==> config.mk <==
export PLATFORM = sky130hd
export DESIGN_NAME = eth_mac_axil_csr_port
export DESIGN_NICKNAME = d
export VERILOG_FILES = /design/src/common/csr_port_pkg.sv /design/src/verilog/reset_sync.sv /design/src/verilog/stat_counter.sv /design/src/verilog/eth_mac_axil_csr_port.sv
export SDC_FILE = /design/constraint.sdc
export NUM_CORES = 2
export LEC_CHECK = 0
export ABC_AREA = 1
export BUFFER_PORTS_ARGS = -buffer_cell sky130_fd_sc_hd__buf_4
export CAP_MARGIN = 0
export CORE_MARGIN = 2
export CORE_UTILIZATION = 50
export DETAILED_ROUTE_END_ITERATION = 12
export PLACE_DENSITY = 0.69
export SLEW_MARGIN = 20
export SYNTH_ARGS = -nofsm -noshare
export SYNTH_HDL_FRONTEND = slang
export SYNTH_SLANG_ARGS = --single-unit
export TNS_END_PERCENT = 50
==> constraint.sdc <==
create_clock -name sys_clk -period 27.4 [get_ports sys_clk]
set_clock_uncertainty 0.1 [all_clocks]
set_input_delay 8.22 -clock sys_clk [delete_from_list [all_inputs] [get_ports sys_clk]]
set_output_delay 8.22 -clock sys_clk [all_outputs]
set_load 0.01 [all_outputs]
==> src/common/csr_port_pkg.sv <==
package csr_port_pkg;

  // bus, counter and reset chain sizes
  localparam int ADDR_W       = 32;
  localparam int DATA_W       = 32;
  localparam int STRB_W       = 4;
  localparam int CNT_W        = 48;
  localparam int RESET_STAGES = 2;

  // default register counts
  localparam int CFG_COUNT  = 4;
  localparam int STAT_COUNT = 4;
  localparam int EVT_COUNT  = 3;

  // address map: two 512-byte pages, 32-byte register stride
  localparam logic [31:0] CFG_BASE       = 32'h0000_0000;
  localparam logic [31:0] STAT_PAGE_BASE = 32'h0000_0200;
  localparam logic [31:0] PAGE_BYTES     = 32'h0000_0200;
  localparam logic [31:0] REG_STRIDE     = 32'h0000_0020;
  localparam int          STRIDE_SHIFT   = 5;
  localparam logic [31:0] STAT_BASE      = 32'h0000_0200;
  localparam logic [31:0] TICK_OFFSET    = 32'h0000_0280;
  localparam logic [31:0] CNT_BASE       = 32'h0000_0300;
  localparam logic [31:0] CNT_MSB_OFFSET = 32'h0000_0004;

  // reset values
  localparam logic [31:0] CFG_RESET  = 32'h0000_0000;
  localparam logic [31:0] STAT_RESET = 32'h0000_0000;
  localparam logic [31:0] READ_ZERO  = 32'h0000_0000;

  // response codes
  localparam logic [1:0] RESP_OKAY   = 2'h0;
  localparam logic [1:0] RESP_EXOKAY = 2'h1;
  localparam logic [1:0] RESP_SLVERR = 2'h2;
  localparam logic [1:0] RESP_DECERR = 2'h3;

  // address decode result
  typedef enum logic [2:0] {
    REGION_OUT    = 3'h0,
    REGION_HOLE   = 3'h1,
    REGION_CFG    = 3'h2,
    REGION_STAT   = 3'h3,
    REGION_TICK   = 3'h4,
    REGION_CNT_LO = 3'h5,
    REGION_CNT_HI = 3'h6
  } region_t;

  typedef struct packed {
    region_t    region;
    logic [7:0] index;
  } decode_t;

  // write address and data held until both are present
  typedef struct packed {
    logic [31:0] addr;
    logic [31:0] data;
    logic [3:0]  strb;
  } wr_req_t;

  typedef enum logic [1:0] {
    WR_COLLECT = 2'h1,
    WR_RESP    = 2'h2
  } wr_state_t;

  typedef enum logic [1:0] {
    RD_IDLE = 2'h1,
    RD_RESP = 2'h2
  } rd_state_t;

endpackage : csr_port_pkg

==> src/verilog/reset_sync.sv <==
`timescale 1ns/1ns
module reset_sync #(
  parameter int STAGES = csr_port_pkg::RESET_STAGES
) (
  // clock and raw reset
  input  wire logic sys_clk,
  input  wire logic reset_n,
  // released reset
  output logic      rst_sync_n
);
  import csr_port_pkg::*;

  logic [STAGES-1:0] sync_q;

  // assert at once, release after the flop chain
  always_ff @(posedge sys_clk or negedge reset_n) begin
    if (!reset_n) begin
      sync_q <= '0;
    end else begin
      sync_q <= {sync_q[STAGES-2:0], 1'b1};
    end
  end

  assign rst_sync_n = sync_q[STAGES-1];

endmodule : reset_sync

==> src/verilog/stat_counter.sv <==
`timescale 1ns/1ns
module stat_counter #(
  parameter int WIDTH = csr_port_pkg::CNT_W
) (
  // clock and resets
  input  wire logic             sys_clk,
  input  wire logic             rst_n,
  input  wire logic             sync_clr,
  // counting
  input  wire logic             count_event,
  input  wire logic             snapshot,
  // readable snapshot
  output logic [WIDTH-1:0]      snap_value
);
  import csr_port_pkg::*;

  logic [WIDTH-1:0] acc_q;
  logic [WIDTH-1:0] snap_q;
  logic             full;

  assign full = &acc_q;

  // accumulator saturates at all ones, restarts on snapshot
  always_ff @(posedge sys_clk or negedge rst_n) begin
    if (!rst_n) begin
      acc_q <= '0;
    end else if (sync_clr) begin
      acc_q <= '0;
    end else if (snapshot) begin
      acc_q <= WIDTH'(count_event); // RQ11
    end else if (count_event && !full) begin
      acc_q <= acc_q + WIDTH'(1);
    end
  end

  // readable copy held until the next snapshot
  always_ff @(posedge sys_clk or negedge rst_n) begin
    if (!rst_n) begin
      snap_q <= '0;
    end else if (sync_clr) begin
      snap_q <= '0;
    end else if (snapshot) begin
      snap_q <= acc_q; // RQ11
    end
  end

  assign snap_value = snap_q;

endmodule : stat_counter

==> src/verilog/eth_mac_axil_csr_port.sv <==
`timescale 1ns/1ns
// Function
// RQ1 - one clock; synchronous active-high reset returns the port to idle
// RQ2 - write address with valid is accepted by an address ready
// RQ3 - master supplies 32-bit write data with four byte-lane strobes
// RQ4 - write valid only while data and strobes are stable; device answers ready
// RQ5 - write outcome coded 00 okay, 01 exclusive okay, 10 slave, 11 decode error
// RQ6 - write response valid held until master takes it with ready
// RQ7 - read address with valid is accepted by read-address ready
// RQ8 - device drives 32-bit read data qualified by read valid
// RQ9 - read response code travels beside the read data
// RQ10 - master takes read data when ready and valid coincide
// RQ11 - one-cycle tick snapshots statistics and status and clears accumulators
// RQ12 - configuration page at 0x000, status and statistics page at 0x200
// RQ13 - registers sit on 32-byte aligned addresses; the counter MSB words sit at offset 0x4 instead
// RQ14 - holes in either page are reserved and answer with an error
// RQ15 - illegal addresses return slave error on the response channel; addresses from 0x400 up return decode error instead
// RQ16 - writing the tick register acts exactly like the tick input
// RQ17 - transfers happen only on valid and ready; valid holds until then
// RQ18 - write done only after address and data; one response per write
module eth_mac_axil_csr_port #(
  parameter int N_CFG  = csr_port_pkg::CFG_COUNT,
  parameter int N_STAT = csr_port_pkg::STAT_COUNT,
  parameter int N_EVT  = csr_port_pkg::EVT_COUNT
) (
  // clock and resets
  input  wire logic                                  sys_clk,
  input  wire logic                                  reset_n,
  input  wire logic                                  port_sync_reset,
  // statistics snapshot request
  input  wire logic                                  stats_snapshot_pulse,
  // write address channel
  input  wire logic [csr_port_pkg::ADDR_W-1:0]       awaddr,
  input  wire logic                                  awvalid,
  output logic                                       awready,
  // write data channel
  input  wire logic [csr_port_pkg::DATA_W-1:0]       wdata,
  input  wire logic [csr_port_pkg::STRB_W-1:0]       wstrb,
  input  wire logic                                  wvalid,
  output logic                                       wready,
  // write response channel
  output logic [1:0]                                 bresp,
  output logic                                       bvalid,
  input  wire logic                                  bready,
  // read address channel
  input  wire logic [csr_port_pkg::ADDR_W-1:0]       araddr,
  input  wire logic                                  arvalid,
  output logic                                       arready,
  // read data channel
  output logic [csr_port_pkg::DATA_W-1:0]            rdata,
  output logic [1:0]                                 rresp,
  output logic                                       rvalid,
  input  wire logic                                  rready,
  // configuration words toward the datapath
  output logic [N_CFG-1:0][csr_port_pkg::DATA_W-1:0] cfg_word,
  // live status words and counted events from the datapath
  input  wire logic [N_STAT-1:0][csr_port_pkg::DATA_W-1:0] status_word,
  input  wire logic [N_EVT-1:0]                      stat_event
);
  import csr_port_pkg::*;

  localparam int N_CNT = N_EVT + 1;

  // released reset copy
  logic rst_n;

  reset_sync #(
    .STAGES     (RESET_STAGES)
  ) u_reset_sync (
    .sys_clk    (sys_clk),
    .reset_n    (reset_n),
    .rst_sync_n (rst_n)
  );

  // decode of one byte address into a region and index
  function automatic decode_t decode_addr(input logic [31:0] a);
    decode_t     d;
    logic [31:0] off;
    logic [31:0] idx;
    d.region = REGION_HOLE;
    d.index  = '0;
    off      = '0;
    idx      = '0;
    if (a >= STAT_PAGE_BASE + PAGE_BYTES) begin
      d.region = REGION_OUT;
    end else if (a < STAT_PAGE_BASE) begin
      off = a - CFG_BASE;
      idx = off >> STRIDE_SHIFT;
      if ((off & (REG_STRIDE - 32'h0000_0001)) == '0 && idx < 32'(N_CFG)) begin // RQ13
        d.region = REGION_CFG;
        d.index  = idx[7:0];
      end
    end else if (a == TICK_OFFSET) begin
      d.region = REGION_TICK;
    end else if (a >= CNT_BASE) begin
      off = a - CNT_BASE;
      idx = off >> STRIDE_SHIFT;
      if (idx < 32'(N_CNT)) begin
        d.index = idx[7:0];
        if ((off & (REG_STRIDE - 32'h0000_0001)) == '0) begin
          d.region = REGION_CNT_LO;
        end else if ((off & (REG_STRIDE - 32'h0000_0001)) == CNT_MSB_OFFSET) begin
          d.region = REGION_CNT_HI;
        end
      end
    end else if (a >= STAT_BASE && a < TICK_OFFSET) begin
      off = a - STAT_BASE;
      idx = off >> STRIDE_SHIFT;
      if ((off & (REG_STRIDE - 32'h0000_0001)) == '0 && idx < 32'(N_STAT)) begin // RQ13
        d.region = REGION_STAT;
        d.index  = idx[7:0];
      end
    end
    return d;
  endfunction : decode_addr

  // response code for an access to a decoded region
  function automatic logic [1:0] access_resp(input region_t r, input logic is_write);
    logic [1:0] code;
    code = RESP_OKAY;
    unique case (r)
      REGION_OUT:    code = RESP_DECERR;
      REGION_HOLE:   code = RESP_SLVERR;
      REGION_STAT,
      REGION_CNT_LO,
      REGION_CNT_HI: code = is_write ? RESP_SLVERR : RESP_OKAY;
      REGION_CFG,
      REGION_TICK:   code = RESP_OKAY;
      default:       code = RESP_SLVERR;
    endcase
    return code;
  endfunction : access_resp

  // write path state
  wr_state_t   wr_state_q;
  logic        aw_full_q;
  logic        w_full_q;
  wr_req_t     wr_req_q;
  logic [1:0]  bresp_q;
  logic        aw_fire;
  logic        w_fire;
  logic        wr_go;
  decode_t     wr_dec;

  // read path state
  rd_state_t   rd_state_q;
  logic [31:0] rdata_q;
  logic [1:0]  rresp_q;
  logic        ar_fire;
  decode_t     rd_dec;

  // statistics state
  logic                               tick_write;
  logic                               tick_now;
  logic [N_STAT-1:0][DATA_W-1:0]      stat_snap_q;
  logic [N_CFG-1:0][DATA_W-1:0]       cfg_q;
  logic [N_CNT-1:0][CNT_W-1:0]        cnt_snap;
  logic [N_CNT-1:0]                   cnt_event;

  // channel handshakes
  assign awready = (wr_state_q == WR_COLLECT) && !aw_full_q; // RQ2
  assign wready  = (wr_state_q == WR_COLLECT) && !w_full_q;
  assign aw_fire = awvalid && awready; // RQ17
  assign w_fire  = wvalid && wready; // RQ17
  assign wr_go   = (wr_state_q == WR_COLLECT) && aw_full_q && w_full_q; // RQ18
  assign wr_dec  = decode_addr(wr_req_q.addr);
  assign arready = (rd_state_q == RD_IDLE); // RQ7
  assign ar_fire = arvalid && arready; // RQ17
  assign rd_dec  = decode_addr(araddr);

  // write address, data and strobe holding registers, one driver for the struct
  always_ff @(posedge sys_clk or negedge rst_n) begin
    if (!rst_n) begin
      aw_full_q <= 1'b0;
      w_full_q  <= 1'b0;
      wr_req_q  <= '0;
    end else if (port_sync_reset) begin // RQ1
      aw_full_q <= 1'b0;
      w_full_q  <= 1'b0;
      wr_req_q  <= '0;
    end else begin
      if (aw_fire) begin
        aw_full_q     <= 1'b1; // RQ2
        wr_req_q.addr <= awaddr;
      end else if (wr_go) begin
        aw_full_q <= 1'b0;
      end
      if (w_fire) begin
        w_full_q      <= 1'b1; // RQ4
        wr_req_q.data <= wdata;
        wr_req_q.strb <= wstrb; // RQ3
      end else if (wr_go) begin
        w_full_q <= 1'b0;
      end
    end
  end

  // write sequencing and single response
  always_ff @(posedge sys_clk or negedge rst_n) begin
    if (!rst_n) begin
      wr_state_q <= WR_COLLECT;
      bresp_q    <= RESP_OKAY;
    end else if (port_sync_reset) begin
      wr_state_q <= WR_COLLECT;
      bresp_q    <= RESP_OKAY;
    end else begin
      unique case (wr_state_q)
        WR_COLLECT: begin
          if (wr_go) begin
            wr_state_q <= WR_RESP; // RQ18
            bresp_q    <= access_resp(wr_dec.region, 1'b1); // RQ5 RQ14 RQ15
          end
        end
        WR_RESP: begin
          if (bready) begin
            wr_state_q <= WR_COLLECT; // RQ6
          end
        end
        default: wr_state_q <= WR_COLLECT;
      endcase
    end
  end

  assign bvalid = (wr_state_q == WR_RESP); // RQ6
  assign bresp  = bresp_q;

  // configuration registers with byte-lane writes
  always_ff @(posedge sys_clk or negedge rst_n) begin
    if (!rst_n) begin
      cfg_q <= {N_CFG{CFG_RESET}};
    end else if (port_sync_reset) begin
      cfg_q <= {N_CFG{CFG_RESET}};
    end else if (wr_go && wr_dec.region == REGION_CFG) begin // RQ12
      for (int b = 0; b < STRB_W; b++) begin
        if (wr_req_q.strb[b]) begin
          cfg_q[wr_dec.index][b*8 +: 8] <= wr_req_q.data[b*8 +: 8]; // RQ3
        end
      end
    end
  end

  assign cfg_word = cfg_q;

  // snapshot from the pin or from a tick register write
  assign tick_write = wr_go && (wr_dec.region == REGION_TICK); // RQ16
  assign tick_now   = stats_snapshot_pulse || tick_write; // RQ11

  // status words frozen at each snapshot
  always_ff @(posedge sys_clk or negedge rst_n) begin
    if (!rst_n) begin
      stat_snap_q <= {N_STAT{STAT_RESET}};
    end else if (port_sync_reset) begin
      stat_snap_q <= {N_STAT{STAT_RESET}};
    end else if (tick_now) begin
      stat_snap_q <= status_word; // RQ11
    end
  end

  // counter 0 counts clock cycles between snapshots
  assign cnt_event = {stat_event, 1'b1};

  for (genvar c = 0; c < N_CNT; c++) begin : g_cnt
    stat_counter #(
      .WIDTH       (CNT_W)
    ) u_stat_counter (
      .sys_clk     (sys_clk),
      .rst_n       (rst_n),
      .sync_clr    (port_sync_reset),
      .count_event (cnt_event[c]),
      .snapshot    (tick_now),
      .snap_value  (cnt_snap[c])
    );
  end

  // read sequencing with registered data and response
  always_ff @(posedge sys_clk or negedge rst_n) begin
    if (!rst_n) begin
      rd_state_q <= RD_IDLE;
      rdata_q    <= READ_ZERO;
      rresp_q    <= RESP_OKAY;
    end else if (port_sync_reset) begin
      rd_state_q <= RD_IDLE;
      rdata_q    <= READ_ZERO;
      rresp_q    <= RESP_OKAY;
    end else begin
      unique case (rd_state_q)
        RD_IDLE: begin
          if (ar_fire) begin
            rd_state_q <= RD_RESP;
            rresp_q    <= access_resp(rd_dec.region, 1'b0); // RQ9 RQ14 RQ15
            unique case (rd_dec.region)
              REGION_CFG:    rdata_q <= cfg_q[rd_dec.index]; // RQ8
              REGION_STAT:   rdata_q <= stat_snap_q[rd_dec.index];
              REGION_CNT_LO: rdata_q <= cnt_snap[rd_dec.index][31:0];
              REGION_CNT_HI: rdata_q <= {16'h0000, cnt_snap[rd_dec.index][CNT_W-1:32]};
              default:       rdata_q <= READ_ZERO;
            endcase
          end
        end
        RD_RESP: begin
          if (rready) begin
            rd_state_q <= RD_IDLE; // RQ10
          end
        end
        default: rd_state_q <= RD_IDLE;
      endcase
    end
  end

  assign rvalid = (rd_state_q == RD_RESP); // RQ8
  assign rdata  = rdata_q;
  assign rresp  = rresp_q;

endmodule : eth_mac_axil_csr_port

# Yosys cells after proc, flatten, opt, wreduce, memory -nomap -nowiden
# Cells that the tools add are included.
dict set report word_totals {
  regBits 752
  inputBits 240
  out_inout_bits 169
  wordCells 234
}
dict set report op_classes {
  add_sub_neg 8
  magnitude_cmp 19
  n_eq_ne 20
  mux 104
  n_reduce_logical 56
}
# op count
set op_table {}
lappend op_table {{$mux W128} 14}
lappend op_table {{$mux W48} 21}
lappend op_table {{$bwmux W128} 4}
lappend op_table {{$demux W32 S2} 4}
lappend op_table {{$mux W32} 7}
lappend op_table {{$add A48 B1 Y48 const B} 4}
lappend op_table {{$logic_not A32 Y1} 6}
lappend op_table {{$reduce_and A48 Y1} 4}
lappend op_table {{$lt A27 B3 Y1 const B} 6}
lappend op_table {{$bmux W32 S2} 2}
lappend op_table {{$ge A32 B10 Y1 const B} 4}
lappend op_table {{$lt A32 B10 Y1 const B} 4}
lappend op_table {{$pmux W32 S4} 1}
lappend op_table {{$sub A32 B10 Y32 const B} 4}
lappend op_table {{$bmux W48 S2} 1}
lappend op_table {{$mux W11} 8}
lappend op_table {{$mux W68} 1}
lappend op_table {{$eq A32 B10 Y1 const B} 2}
lappend op_table {{$ge A32 B11 Y1 const B} 2}
lappend op_table {{$mux W10} 4}
lappend op_table {{$mux W8} 5}
lappend op_table {{$mux W36} 1}
lappend op_table {{$mux W2} 12}
lappend op_table {{$mux W24} 1}
lappend op_table {{other kinds (22)} 85}

# Logic depth before layout (Yosys ltp)
dict set report depth {
  depth_word 29
  ltp_mapped 27
  mapped_depth_nobuf 25
}

# By module
# From an unflattened synthesis, not the netlist that was laid out.
dict set report unflattened {
  hier_cells 6471
  hier_area_um2 44455.1
}
# mod n_inst cells_each area_per_inst_um2 seq_area_each_um2
set modules_own_cells {}
lappend modules_own_cells {eth_mac_axil_csr_port 1 3624 23686.5 9161.3}
lappend modules_own_cells {stat_counter 4 711 5178.7 2402.3}
lappend modules_own_cells {reset_sync 1 3 53.8 50.0}

# Worst setup path before layout
# OpenSTA, ideal clock, no wires.
dict set report synth_path {
  path_kind {input port to flip-flop}
  start {in araddr[10] (netlist bit)}
  end {reg rdata_q[15] (netlist: rdata[15])}
  setup_time_ns 0.120
  arrival_time_ns 10.345
  t_required_ns 27.180
  path_slack_ns 16.835
  path_stages 24
  path_buffers 2
  cell_sequence {inv_1 ha_1 nand2_1 nand3_1 nor2_1 nand2_1 nand2_1 nand2_1 nor2_1 nand3_1 nor2_1 nand3_1 nand2_1 nand2_2 nand2_4 buf_4 buf_2 nand3_1 nand3_1 nand2_1 nand2_1 nand2_1 o21ai_1 nand2_1}
}
dict set report synth_between {
  elab_chain_len 15
  elab_cells_between_ends 38
  cone_classes {add/sub: 2; order compare: 8; eq/ne: 5; mux: 20; reduce/logical: 3}
}
# element line_no
set synth_lines {}
lappend synth_lines {{from (decl)} eth_mac_axil_csr_port.sv:46} ;# input wire logic [csr_port_pkg::ADDR_W-1:0] araddr,
lappend synth_lines {{$sub A32 B10 Y32} eth_mac_axil_csr_port.sv:107} ;# off = a - STAT_BASE;
lappend synth_lines {{$lt A27 B3 Y1} eth_mac_axil_csr_port.sv:109} ;# if ((off & (REG_STRIDE - 32'h0000_0001)) == '0 && idx < 32'(N_STAT)) begin
lappend synth_lines {{$logic_and A1 B1 Y1} eth_mac_axil_csr_port.sv:109}
lappend synth_lines {{$mux W10} eth_mac_axil_csr_port.sv:109}
lappend synth_lines {{$mux W11} eth_mac_axil_csr_port.sv:106} ;# end else if (a >= STAT_BASE && a < TICK_OFFSET) begin
lappend synth_lines {{$mux W11} eth_mac_axil_csr_port.sv:95} ;# end else if (a >= CNT_BASE) begin
lappend synth_lines {{$mux W8} eth_mac_axil_csr_port.sv:93} ;# end else if (a == TICK_OFFSET) begin
lappend synth_lines {{$mux W11} eth_mac_axil_csr_port.sv:86} ;# end else if (a < STAT_PAGE_BASE) begin
lappend synth_lines {{$mux W8} eth_mac_axil_csr_port.sv:84} ;# if (a >= STAT_PAGE_BASE + PAGE_BYTES) begin
lappend synth_lines {{$bmux W48 S2 (tied with other cells)} {eth_mac_axil_csr_port.sv:294, eth_mac_axil_csr_port.sv:295}}
lappend synth_lines {{$mux W48 (not written as such) (tied with other cells)} eth_mac_axil_csr_port.sv:295} ;# REGION_CNT_HI: rdata_q <= {16'h0000, cnt_snap[rd_dec.index][CNT_W-1:32]};
lappend synth_lines {{$pmux W32 S4 *} eth_mac_axil_csr_port.sv:291} ;# unique case (rd_dec.region)
lappend synth_lines {{$mux W32 *} eth_mac_axil_csr_port.sv:288} ;# if (ar_fire) begin
lappend synth_lines {{$mux W32 *} eth_mac_axil_csr_port.sv:286} ;# unique case (rd_state_q)
lappend synth_lines {{$mux W32 *} eth_mac_axil_csr_port.sv:281} ;# end else if (port_sync_reset) begin
lappend synth_lines {{to (signal assigned)} eth_mac_axil_csr_port.sv:292} ;# REGION_CFG: rdata_q <= cfg_q[rd_dec.index];
lappend synth_lines {{to (signal assigned)} eth_mac_axil_csr_port.sv:293} ;# REGION_STAT: rdata_q <= stat_snap_q[rd_dec.index];
lappend synth_lines {{to (signal assigned)} eth_mac_axil_csr_port.sv:294} ;# REGION_CNT_LO: rdata_q <= cnt_snap[rd_dec.index][31:0];
lappend synth_lines {{to (decl)} eth_mac_axil_csr_port.sv:147} ;# logic [31:0] rdata_q;
# Mark *: on every way between the ends. The rest lies on a longest branch, timed or not. The select of a mux whose other input is x is not followed.
# A chain may end at the register's enable or synchronous reset.

# Final worst setup path
dict set report layout_path {
  start {in araddr[21] (netlist bit)}
  end {reg rdata_q[31] (netlist: rdata[31])}
}
dict set report layout_between {
  elab_chain_len 15
  elab_cells_between_ends 38
  cone_classes {add/sub: 2; order compare: 8; eq/ne: 5; mux: 20; reduce/logical: 3}
}
# element line_no
set layout_lines {}
lappend layout_lines {{$sub A32 B10 Y32} eth_mac_axil_csr_port.sv:107}
lappend layout_lines {{$lt A27 B3 Y1} eth_mac_axil_csr_port.sv:109}
lappend layout_lines {{$logic_and A1 B1 Y1} eth_mac_axil_csr_port.sv:109}
lappend layout_lines {{$mux W10} eth_mac_axil_csr_port.sv:109}
lappend layout_lines {{$mux W11} eth_mac_axil_csr_port.sv:106}
lappend layout_lines {{$mux W11} eth_mac_axil_csr_port.sv:95}
lappend layout_lines {{$mux W8} eth_mac_axil_csr_port.sv:93}
lappend layout_lines {{$mux W11} eth_mac_axil_csr_port.sv:86}
lappend layout_lines {{$mux W8} eth_mac_axil_csr_port.sv:84}
lappend layout_lines {{$bmux W48 S2 (tied with other cells)} eth_mac_axil_csr_port.sv:294}
lappend layout_lines {{$mux W48 (tied with other cells)} -}
lappend layout_lines {{$pmux W32 S4 *} eth_mac_axil_csr_port.sv:291}
lappend layout_lines {{$mux W32 *} eth_mac_axil_csr_port.sv:288}
lappend layout_lines {{$mux W32 *} eth_mac_axil_csr_port.sv:286}
lappend layout_lines {{$mux W32 *} eth_mac_axil_csr_port.sv:281}
# Marks and branches as above.

==> summary.md <==
| Metric | Value |
|---|---|
| Status | finished, final reports clean |
| Max Fclk | 79.42 MHz |
| Mean Syn Cell Area | 7.746 sq um |
| Min Clock Period, post-route | 12.59 ns |
| H-Tree Level Count | 3 |
| Async set-reset flop share out of synthesis | 100.0% |
| Drt wl/cell | 21.10 microns |
| Worst endpoint data arrival time | 13.02 ns |
| DRT antenna net count | 0 |
| Primary FF master, synth | dfrtp_1 |
| Area delta synth->final | 14.74% |
| RePlAce Congestion | 0.9610 |
| Layout cells sized above 1 | 16.87% |
| PnR worst setup slack | 14.81 ns |
| Drt drc | 0 |
| Critical path, cell by cell | buf_4, nor2_1, nand2_1, nor2_2, nand4_2, nor4_4, buf_4, inv_2, nand2_4, nand2_8, inv_2, buf_4, nand2_1, nand3_1, nand2_1, nand2_1, nand3_1, nand2_1, nand2_1 |
| Slowest-stage cell, CP | inv_2 |
| Area share of the largest cell type after synthesis | 44.30% |
| Total iterations of the first detailed-routing run | 6 |
| Lkg Pwr | 22.40 nW |
| Slew @ Worst Pin | 1.282 ns |
| Clk sink count | 752 |
| Largest net degree at the start of global routing | 219 |
| Sw frac | 25.81% |
| Num ports | 409 |
| Total Routing Usage GR | 33.20% |
| Detailed-route via count | 38590 |
| Netlist cell types | 51 |
| Core Rows | 106 |
| Die Height | 295.1 microns |
| Total grt overflow | 0 |
| Top delay family on crit path | simple AND/OR/NAND/NOR gates |
| Critical path class | in2reg |
| Number of antenna violations at the first check in global routing | 29 |
| Port bufs | 408 |
| CP Data Required Time | 27.83 ns |
| Clock Pin Slew Worst Setup and Hold Paths | 0.07 ns |
| CTS root buffer | clkbuf_16 |
| Buf+Inv Stages, Crit Path | 5 |
| Int Power | 1.929 mW |
| TNS Setup | 0 ns |
| Maxcap violations | 0 |
| Worst setup SP type | input pin |
| RSZ-0062 raised after global routing | no |
| CP dominant cell by count | nand2_1 |
| CTS tree | done |
| Area leader, netlist | dfrtp_1 |
| Worst IR Drop VDD | 0.05333 mV |
| Vias per cell | 5.554 |
| FILL cells | 7859 |
| Synth Instances | 5469 |
| Mapped cell area | 42360 sq um |
| FF-to-FF setup slack | 21.79 ns |
| Crit. End Element | flop |
| Post-synth EDFFs | 0 |
| Clk_lat worst skew | 0.66 ns |
| Initial Utilization | 50.54% |
| Slew Viols, Final | 0 |
| Post-Route WL | 146.7 mm |
| YS warnings | 0 |
| # hold bufs at CTS | 0 |
| Register share of total power | 44.5% |
| Max FO, Critical Path | 105 |
| Core area | 83820 sq um |
| Net Sw Power | 0.6712 mW |
| Gate power share | 9.1% |
| Vias in the first global route | 36740 |
| HP Class | reg2async |
| Drt first-iter violations | 3888 |
| Yosys reg bits | 752 |
| Tcrit/Tclk final | 45.95% |
| Final Setup Violations | 0 |
| Resized cells post-CTS | 0 |
| Postcts setup bufs | 0 |
| Syn_nets | 5722 |
| Slew headroom | 14.55% |
| Top cells by area, synth | dfrtp_1, nand2_1, nand3_1, inv_1, nand3_2 |
| Final hold vios | 0 |
| First-pass GRT wire length | 222.2 mm |
| Crit path largest cell delay | 0.76 ns |
| Dpl ws | 14.21 ns |
| Clk pwr share | 46.4% |
| Dpl hpwl | 106.4 mm |
| Net count, final | 5975 |
| Die width | 295.1 microns |
| Die area | 87070 sq um |
| Max clock buf depth | 3 |
| Sequential area share after synthesis | 44.43% |
| Pwr Density | 53.50 nW/um^2 |
| CTS buffer count | 84 |
==> worst paths after layout <==
check / cells past startpoint / to / start
max: 19 / rdata[31] / araddr[21]
min: 0 / wr_req_q[43] / u_reset_sync.sync_q[1]
max reg2reg: 15 / stat_snap_q[67] / wr_req_q[45]
min reg2reg: 0 / wr_req_q[43] / u_reset_sync.sync_q[1]
max in group asynchronous: 1 / u_reset_sync.sync_q[1] / reset_n
min in group sys_clk: 0 / u_reset_sync.sync_q[1] / u_reset_sync.sync_q[0]
==> cells in the mapped netlist, types with 70 or more instances <==
master and n:
nand3_2 185, o21ai_2 131, nand4_1 70, dfrtp_1 750, o21ai_0 246, buf_2 131, nand2_1 1264, xor2_1 114
nand3_1 688, nor2_1 423, clkbuf_1 85, inv_1 725, o21ai_1 166, nor3_1 124
==> area by class of cell <==
type	instances	area, sq um	area share [%]
Timing Repair Buffer	445	3448	7.094
Multi-Input combinational cell	3696	19090	39.28
Clock inverter	37	525.5	1.081
Clock buffer	118	2441	5.022
Antenna cell	24	60.06	0.1236
Sequential cell	752	18820	38.73
Inverter	743	2796	5.753
Tap cell	1134	1419	2.919
==> routing by layer <==
metal / part of all wire (%) / GRT usage, %
met5: 0.048 / 0
met4: 5.0 / 15.92
met3: 7.8 / 6.525
met2: 45 / 50.90
met1: 42 / 45.28
==> power by group through the flow <==
stage	combinational, mW	clock, mW	sequential, mW
finish	0.237	1.21	1.16
global route	0.262	1.27	1.16
CTS	0.236	1.22	1.16
detailed placement	0.235	0	1.18
global placement	0.235	0	1.18
floorplan	0.137	0	1.19
==> cells in the final DEF, fill, tap and decap left out, drive strengths merged <==
cell type,count
conb,1
clkinvlp,2
nand2,1277
nand3b,42
dfstp,2
nor3b,13
or2,6
nor4b,1
a31oi,6
o22ai,2
nor4,50
o21bai,1
inv,741
o211ai,16
buf,445
o31ai,3
xnor2,34
xor2,114
a32o,1
a22oi,1
and3,2
nor2,449
or4,5
diode,24
bufinv,10
ha,13
o21ai,543
nand4,72
nand3,873
nor3,124
a21boi,1
a211oi,9
clkinv,27
clkbuf,118
and2,2
a21oi,35
dfrtp,750
==> logic make-up after synthesis <==
family	Yosys count	share of synthesized area (%)
flops	752	44.43
fa+ha+maj	13	0.3840
other cells	1	0.008852
buf+inv	1021	10.69
xor+xnor	148	3.060
simple gates	2916	32.72
compound gates	618	8.707
==> state kept, by name (all words and copies together), names as in the netlist <==
register	flops
aw_full_q	1
bresp	2
cfg_word	128
g_cnt.u_stat_counter.acc_q	192
g_cnt.u_stat_counter.snap_value	192
rd_state_q	2
rdata	32
rresp	2
stat_snap_q	128
u_reset_sync.sync_q	2
w_full_q	1
wr_req_q	68
wr_state_q	2
==> through the flow <==
stage          hold slack, ns  instances  area (sq um)  power [mW]  utilization, %
6_report              0.09399       6949         48610       2.601           57.99
5_1_grt                0.1192       6945         48600       2.688           57.98
4_1_cts               0.09988       6924         48520       2.612           57.88
3_5_place_dp           0.1032       6769         45550       1.411           54.34
3_3_place_gp           0.1023       6769         45550       1.410           54.34
2_1_floorplan          0.2312       5469         42360       1.325               -
No activity file was read; power rests on OpenSTA's default activity.
